<file path="config.mk">
export PLATFORM = sky130hd
export DESIGN_NAME = frm_table
export DESIGN_NICKNAME = d
export VERILOG_FILES = /design/src/frm_pkg.sv /design/src/frm_addr_calc.sv /design/src/frm_table.sv
export SDC_FILE = /design/constraint.sdc
export NUM_CORES = 1
export LEC_CHECK = 0
export ABC_AREA = 1
export BUFFER_PORTS_ARGS = -buffer_cell sky130_fd_sc_hd__buf_2
export CAP_MARGIN = 15
export CORE_AREA = 2 2 87 89
export CTS_CLUSTER_DIAMETER = 50
export DETAILED_ROUTE_END_ITERATION = 8
export DIE_AREA = 0 0 89 91
export MAX_ROUTING_LAYER = met4
export PLACE_DENSITY = 0.67
export REMOVE_ABC_BUFFERS = 1
export SETUP_SLACK_MARGIN = 0.4
export SYNTH_ARGS = -nofsm -noshare
export SYNTH_HDL_FRONTEND = slang
export SYNTH_SLANG_ARGS = --single-unit
</file>
<file path="constraint.sdc">
create_clock -name clock -period 2.3 [get_ports clock]
set_clock_uncertainty 0.15 [all_clocks]
set_input_delay 0.46 -clock clock [delete_from_list [all_inputs] [get_ports clock]]
set_output_delay 0.46 -clock clock [all_outputs]
set_load 0.03 [all_outputs]
</file>
<file path="src/frm_pkg.sv">
// Summary of operation
// RULE1: host adds 32-bit offset pointer and 8-bit local address for register.
// RULE2: register address FFh means direct commands, no address phase.
// RULE3: host drops upper address bits beyond the device's register width.
// RULE4: table holds separate volatile and non-volatile 32-bit offset pointers.
// RULE5: local address goes into lowest byte or byte 1 of address.
// RULE6: each mapped bit says which local-address placement applies.
// RULE7: each bit gives write command, read command, bit position, address.
// RULE8: host reads, alters intended bits, writes back; atomic RMW allowed.
// RULE9: mapped bit locations are those valid right after power-up.
// RULE10: header word one 31:24 holds one-based table length in words.
// RULE11: header word one 23:16 holds major revision, value one.
// RULE12: header word one 15:8 holds minor revision, value one.
// RULE13: header word one 7:0 holds table identifier low byte 87h.
// RULE14: header word two 31:24 holds table identifier high byte FFh.
// RULE15: header word two 23:0 holds word-aligned table start byte address.
// RULE16: table word one holds volatile register block base pointer.
// RULE17: table word two holds non-volatile register block base pointer.
// RULE18: table word three 29:28 gives register command address width.
// RULE19: host computes 32-bit address then truncates to advertised width.
package frm_pkg;

  // ---------------------------------------------------------------
  // register offsets (byte addresses)
  // ---------------------------------------------------------------
  localparam logic [7:0]  HDR_ONE_OFS   = 8'h00;
  localparam logic [7:0]  HDR_TWO_OFS   = 8'h04;
  localparam logic [7:0]  VOL_BASE_OFS  = 8'h08;
  localparam logic [7:0]  NVOL_BASE_OFS = 8'h0C;
  localparam logic [7:0]  CMD_WORD_OFS  = 8'h10;
  localparam logic [7:0]  CALC_CTRL_OFS = 8'h14;
  localparam logic [7:0]  CALC_ADDR_OFS = 8'h18;

  // ---------------------------------------------------------------
  // field values and positions
  // ---------------------------------------------------------------
  localparam logic [7:0]  TABLE_LEN     = 8'h03;
  localparam logic [7:0]  MAJOR_REV     = 8'h01;
  localparam logic [7:0]  MINOR_REV     = 8'h01;
  localparam logic [7:0]  ID_LSB        = 8'h87;
  localparam logic [7:0]  ID_MSB        = 8'hFF;
  localparam logic [7:0]  DIRECT_ADDR   = 8'hFF;
  localparam int          AW_POS        = 28;
  localparam logic [23:0] TABLE_PTR_DEF = 24'h000100;
  localparam logic [31:0] VOL_BASE_DEF  = 32'h00800000;
  localparam logic [31:0] NVOL_BASE_DEF = 32'h00000000;
  localparam logic [31:0] CMD_WORD_DEF  = 32'hC0000000;
  localparam logic [31:0] CALC_CTRL_RST = 32'h00000000;

  // htrans code and register-address calculator request and response
  localparam logic [1:0]  HTRANS_NONSEQ = 2'h2;

  typedef struct packed {
    logic       nvol_sel;   // pick non-volatile base
    logic       byte1_sel;  // place local address in byte 1
    logic [7:0] local_addr; // local address within block
  } frm_calc_req_t;

  typedef struct packed {
    logic [31:0] addr;      // truncated physical address
    logic        direct;    // direct command, no address phase
  } frm_calc_rsp_t;

endpackage : frm_pkg

</file>
<file path="src/frm_addr_calc.sv">
`timescale 1ns/10ps
// ---------------------------------------------------------------
// physical register address former
// ---------------------------------------------------------------
module frm_addr_calc (
  input  wire logic                   clock,   // system clock
  input  wire logic                   sys_rst, // async reset, high
  input  wire frm_pkg::frm_calc_req_t req,     // calculation request
  input  wire logic [31:0]            vol,     // volatile base
  input  wire logic [31:0]            nvol,    // non-volatile base
  input  wire logic [1:0]             width,   // address byte code
  output      frm_pkg::frm_calc_rsp_t rsp      // registered result
);

  logic [31:0] base;
  logic [31:0] sum;
  logic [31:0] mask;

  // choose block base and add local address in chosen byte
  always_comb begin
    base = req.nvol_sel ? nvol : vol;                            // RULE4
    sum  = req.byte1_sel ? base + {16'h0000, req.local_addr, 8'h00}
                         : base + {24'h000000, req.local_addr};  // RULE5
    mask = 32'hFFFFFFFF >> (5'(24) - {width, 3'h0});             // RULE18
  end

  // register the truncated sum
  always_ff @(posedge clock or posedge sys_rst) begin
    if (sys_rst) begin
      rsp <= '0;
    end else begin
      rsp.addr   <= sum & mask;                                  // RULE1
      rsp.direct <= (req.local_addr == frm_pkg::DIRECT_ADDR);    // RULE2
    end
  end

endmodule : frm_addr_calc

</file>
<file path="src/frm_table.sv">
`timescale 1ns/10ps
// ---------------------------------------------------------------
// register map parameter table, read over ahb-lite
// ---------------------------------------------------------------
module frm_table (
  input  wire logic        clock,     // 10 MHz system clock
  input  wire logic        sys_rst,   // async reset, high
  input  wire logic        hsel,      // slave select
  input  wire logic [31:0] haddr,     // byte address
  input  wire logic [1:0]  htrans,    // transfer type
  input  wire logic        hwrite,    // write when high
  input  wire logic [2:0]  hsize,     // transfer size
  input  wire logic        hready,    // bus ready in
  input  wire logic [31:0] hwdata,    // write data
  output      logic [31:0] hrdata,    // read data
  output      logic        hreadyout, // always ready
  output      logic        hresp      // always okay
);

  // ---------------------------------------------------------------
  // address phase capture
  // ---------------------------------------------------------------
  logic        dp_write;
  logic [7:0]  dp_addr;
  logic        take;
  frm_pkg::frm_calc_req_t calc_req;
  frm_pkg::frm_calc_rsp_t calc_rsp;
  logic [31:0] next_rdata;

  assign take = hsel && hready && (htrans == frm_pkg::HTRANS_NONSEQ);

  // latch write intent for data phase
  always_ff @(posedge clock or posedge sys_rst) begin
    if (sys_rst) begin
      dp_write <= 1'b0;
      dp_addr  <= 8'h00;
    end else begin
      dp_write <= take && hwrite && (hsize == 3'h2)
                  && (haddr[31:8] == 24'h000000);
      dp_addr  <= haddr[7:0];
    end
  end

  // ---------------------------------------------------------------
  // calculator control register, software written
  // ---------------------------------------------------------------
  always_ff @(posedge clock or posedge sys_rst) begin
    if (sys_rst) begin
      calc_req <= frm_pkg::frm_calc_req_t'(frm_pkg::CALC_CTRL_RST[9:0]);
    end else if (dp_write && dp_addr == frm_pkg::CALC_CTRL_OFS) begin
      calc_req <= frm_pkg::frm_calc_req_t'(hwdata[9:0]);          // RULE6
    end
  end

  frm_addr_calc u_calc (
    .clock   (clock),
    .sys_rst (sys_rst),
    .req     (calc_req),
    .vol     (frm_pkg::VOL_BASE_DEF),
    .nvol    (frm_pkg::NVOL_BASE_DEF),
    .width   (frm_pkg::CMD_WORD_DEF[frm_pkg::AW_POS +: 2]),
    .rsp     (calc_rsp)
  );

  // ---------------------------------------------------------------
  // read mux; table words fixed after power-up, calculator words follow writes
  // ---------------------------------------------------------------
  always_comb begin
    next_rdata = 32'h00000000;
    unique case (haddr[7:0])
      frm_pkg::HDR_ONE_OFS:   next_rdata = {frm_pkg::TABLE_LEN,  // RULE10
                                            frm_pkg::MAJOR_REV,  // RULE11
                                            frm_pkg::MINOR_REV,  // RULE12
                                            frm_pkg::ID_LSB};    // RULE13
      frm_pkg::HDR_TWO_OFS:   next_rdata = {frm_pkg::ID_MSB,     // RULE14
                                            frm_pkg::TABLE_PTR_DEF
                                              & 24'hFFFFFC};     // RULE15
      frm_pkg::VOL_BASE_OFS:  next_rdata = frm_pkg::VOL_BASE_DEF;  // RULE16
      frm_pkg::NVOL_BASE_OFS: next_rdata = frm_pkg::NVOL_BASE_DEF; // RULE17
      frm_pkg::CMD_WORD_OFS:  next_rdata = frm_pkg::CMD_WORD_DEF;  // RULE18
      frm_pkg::CALC_CTRL_OFS: next_rdata = {21'h000000,          // RULE7
                                            calc_rsp.direct,     // RULE2
                                            calc_req};
      frm_pkg::CALC_ADDR_OFS: next_rdata = calc_rsp.addr;        // RULE19
      default:                next_rdata = 32'h00000000;
    endcase
    if (haddr[31:8] != 24'h000000) begin
      next_rdata = 32'h00000000;
    end
  end

  // register read data for the data phase; table fixed (RULE9)
  always_ff @(posedge clock or posedge sys_rst) begin
    if (sys_rst) begin
      hrdata <= 32'h00000000;
    end else if (take && !hwrite) begin
      hrdata <= next_rdata;                                      // RULE9
    end
  end

  // zero wait state, okay response
  always_ff @(posedge clock or posedge sys_rst) begin
    if (sys_rst) begin
      hreadyout <= 1'b1;
      hresp     <= 1'b0;
    end else begin
      hreadyout <= 1'b1;
      hresp     <= 1'b0;
    end
  end

endmodule : frm_table

</file>
### After elaboration in Yosys (flattened, before gate mapping)

Index checks and enable logic that the tools add are counted.

* register bits after elaboration: 60
* input port bits: 74
* output and inout port bits: 34
* word-level logic and storage cells: 33

* add/sub/neg operators: 2
* eq/ne operators: 9
* multiplexer cells: 3
* reductions and logical operators: 11

Operator list (number)
* $pmux W32 S6: 1
* $eq A8 B5 Y1 const B: 4
* $mux W32: 1
* $logic_not A24 Y1: 1
* $reduce_bool A24 Y1: 1
* $add A1 B8 Y8 const A: 1
* $add A8 B1 Y8 const AB: 1
* $eq A8 B3 Y1 const B: 1
* $eq A8 B4 Y1 const B: 1
* $eq A8 B8 Y1 const B: 1
* $logic_not A8 Y1: 1
* $mux W8: 1
* $logic_and A1 B1 Y1: 7
* $eq A3 B2 Y1 const B: 1
* $eq A2 B2 Y1 const B: 1
* $logic_not A1 Y1: 1

### Longest topological paths before layout

* depth after elaboration: 5
* depth in mapped cells: 8
* depth with buffers taken out: 7

### Cells and area by module

From an unflattened synthesis, not the netlist that was laid out.

* cell total of the unflattened synthesis: 894
* area total of the unflattened synthesis: 5901.9 um^2

By module, submodules not included
* frm_addr_calc: times used 1, cells an instance 564, area an instance 3378.2 um^2, sequential area each 825.8 um^2
* frm_table: times used 1, cells an instance 330, area an instance 2523.7 um^2, sequential area each 1276.2 um^2

### Worst setup path after synthesis

Ideal clock, no wire load.

* kind: input-to-reg
* start: input port htrans[0]
* end: register hrdata[3]
* setup time: 0.117 ns
* arrival: 1.153 ns
* data required time: 2.033 ns
* setup slack: 0.879 ns
* cell stages on the path: 7
* buffers on the path: 1
* cells stage by stage: inv_1 -> nand4_1 -> nor2_4 -> inv_2 -> buf_2 -> nand2_1 -> nand2_1

* cells in the longest elaborated chain, start to end: 3

Ends and longest elaborated chain
* start: declaration: line frm_table.sv:10 `input wire logic [1:0] htrans,`
* $eq A2 B2 Y1: line frm_table.sv:30 `assign take = hsel && hready && (htrans == frm_pkg::HTRANS_NONSEQ);`
* $logic_and A1 B1 Y1: line frm_table.sv:30
* $logic_and A1 B1 Y1: line frm_table.sv:96 `end else if (take && !hwrite) begin`
* end signal: assignment: line frm_table.sv:97 `hrdata <= next_rdata;`
* end: declaration: line frm_table.sv:15 `output logic [31:0] hrdata,`

No other way between the ends.
A chain may end at the register's enable or synchronous reset.

==> run summary <==
Root buffer cell: clkbuf_8
Initial Util: 29.0%
Full die area: 0.00810 mm^2
Port-buffer cells: 72
Crit path capture type: output pin
PwrDens: 562 mW/mm^2
Largest net degree at the start of global routing: 45
CP delay by family, top: flip-flops
Design area: 0.00255 mm^2
DR iter-0 viols: 110
Worst-skew pair later-pin latency: 0.30 ns
Maximum clock insertion buffer count: 2
Mean Syn Cell Area: 8.42 um^2
Critical path's largest stage delay: 0.39 ns
Final Critical Period: 1.51 ns
Post-synth top area cell: dfrtp_1
CTS tree: built
CP max FO: 5
Flop-to-flop setup slack: 0.93 ns
CTS buffer count: 5
Clock sink count: 44
Final total negative setup slack: 0 ns
Post-Synth Simple-Gate Area: 30.7%
Hold Path Class: primary input to asynchronous set/reset pin
WP data arrival: 0.90 ns
PostCTS Resize Cnt: 0
Synth top area cells: dfrtp_1, nand2_1, nand3_1
Die W: 89 um
DP HPWL: 3280 um
Cell variety after synth: 22
Initial antenna violation count: 1
Vias in the first global route: 1,661
Maxcap violations: 0
Most frequent cells in the layout: buf_2, nand2_1, dfrtp_1, nor2_1, nand3_1
Critical Path RT: 1.69 ns
Vias: 1,707
DRT antenna net count: 0
Routed WL: 4150 um
Max IR drop VDD: 0.000225 V
Via density: 4.10
Layout area overhead: 23.1%
Final Hold Fails: 0
H-tree depth: 2
Placement Rows: 31
Cell Chain, Critical Path: buf_2
Area share of the largest cell type after synthesis: 53.1%
Hold_buf cts: 0
Kind of critical path: flip-flop to output pin
Commonest non-fill, non-tap cell in the layout: buf_2
Post-synthesis compound-gate area fraction: 3.38%
Netlist Area Pre-Place: 0.00207 mm^2
Layout cells sized above 1: 30.4%
Boundary pin count: 108
Worst path slowest cell: dfrtp_1
First-pass GRT wire length: 7250 um
Sequential fraction of the synthesis area: 53.1%
Post-CTS setup buffers: 0
Relative slew margins: 64.0%
Global route overflow: 0
Setup crit start kind: flip-flop
Post-synthesis register bit count: 44
Synth Area in Adders: 0%
Largest family of logic cells by synthesized area: simple AND/OR/NAND/NOR gates
Fin. max-slew vios: 0
Crit path buffers/inverters: 1
Placed Area: 0.00245 mm^2
Synth warn: 0
DRC: 0
Syn Inst Count: 246
Outcome: completed
Die Y: 91 um
Fmax: 0.662 GHz
Crit share post-route: 65.7%
Post-Synth XOR/XNOR Area: 0%
GR Util All Layers: 11.5%
# fillers: 749
Fin nets: 389
Worst Tran Pin Value: 0.541 ns
Routed wire per std cell: 9.97 um
Final Wtd Congestion: 0.745
Final setup fails: 0
DR pass1 iterations: 4
Total core area: 0.00714 mm^2
RSZ-0062 raised after global routing: no
LEAKAGE: 0.00143 uW
CTS clk-pin slew, worst paths: 0.09 ns
Mux contribution to synthesized area: 0%
final cells by class:
cell class	instances	area [um^2]	share of cell area, %
Inverter	22	82.6	3.24
Clock buffer	5	68.8	2.70
Antenna cell	1	2.50	0.0981
Sequential cell	44	1100	43.2
Tap cell	99	124	4.86
Multi-Input combinational cell	166	754	29.6
Timing Repair Buffer	76	390	15.3
Clock inverter	3	26.3	1.03
synth_stat cells:
library cell / number
a21oi_1: 9
buf_2: 2
buf_4: 19
buf_6: 1
clkbuf_1: 3
conb_1: 2
dfrtp_1: 44
inv_1: 19
inv_2: 3
nand2_1: 52
nand2_2: 1
nand3_1: 32
nand3b_1: 3
nand4_1: 4
nand4_2: 1
nor2_1: 37
nor2_2: 3
nor2_4: 4
nor3_1: 1
nor4_1: 1
o21ai_0: 4
o21ai_1: 1
power breakdown:
group	switching [uW]	internal [uW]	total [uW]
Sequential	6.98	788	795
Combinational	85.0	45.4	130
Clock	285	223	509
Total	377	1060	1430
sequential cells by signal, indices dropped and copies added (netlist names):
| name | cells |
|---|---|
| dp_addr | 8 |
| dp_write | 1 |
| u_calc.rsp | 9 |
| hrdata | 16 |
| calc_req | 10 |
per-layer routing:
metal  track usage, %  wire length (um)  vias up
li1                 -                 -      880
met4             4.48                75        0
met2             19.8              2110       50
met1             12.5              1710      772
met5                -                 0        -
met3             2.91               259        5
worst register-to-register path, stage by stage, from the launching register on:
cell	delay (ns)
dfrtp_1	0.37
nor3_1	0.22
nand4_1	0.11
buf_4	0.21
nor2_1	0.15
a21oi_1	0.06
kinds of logic after synthesis:
logic type | after synthesis
other cells | 2
flops | 44
buf+inv | 47
simple gates | 139
compound gates | 14
worst paths after layout:
path / endpoint / depth (start not counted) / start
worst min-delay path: dp_write$_DFF_PP0_ / 3 / sys_rst
worst max-delay path: hrdata[28] / 1 / hrdata[29]$_DFFE_PP0P_
worst max register to register: calc_req[6]$_DFFE_PP0P_ / 5 / dp_addr[1]$_DFF_PP0_
max in group asynchronous: u_calc.rsp[3]$_DFF_PP0_ / 3 / sys_rst
min in group clock: dp_addr[1]$_DFF_PP0_ / 1 / haddr[1]
worst min register to register: hrdata[5]$_DFFE_PP0P_ / 2 / hrdata[5]$_DFFE_PP0P_
through the flow:
stage          utilization, %  setup slack [ns]  total power, uW  hold WS [ns]  cells
2_1_floorplan               -             0.659              882         0.328    232
3_3_place_gp             34.4             0.653              939         0.313    407
3_5_place_dp             34.4             0.621              944         0.311    407
4_1_cts                  35.7             0.768             1450         0.122    415
5_1_grt                  35.7             0.710             1510         0.120    416
6_report                 35.7             0.789             1430         0.120    416
Note: power is estimated with default switching activity, not from simulation.
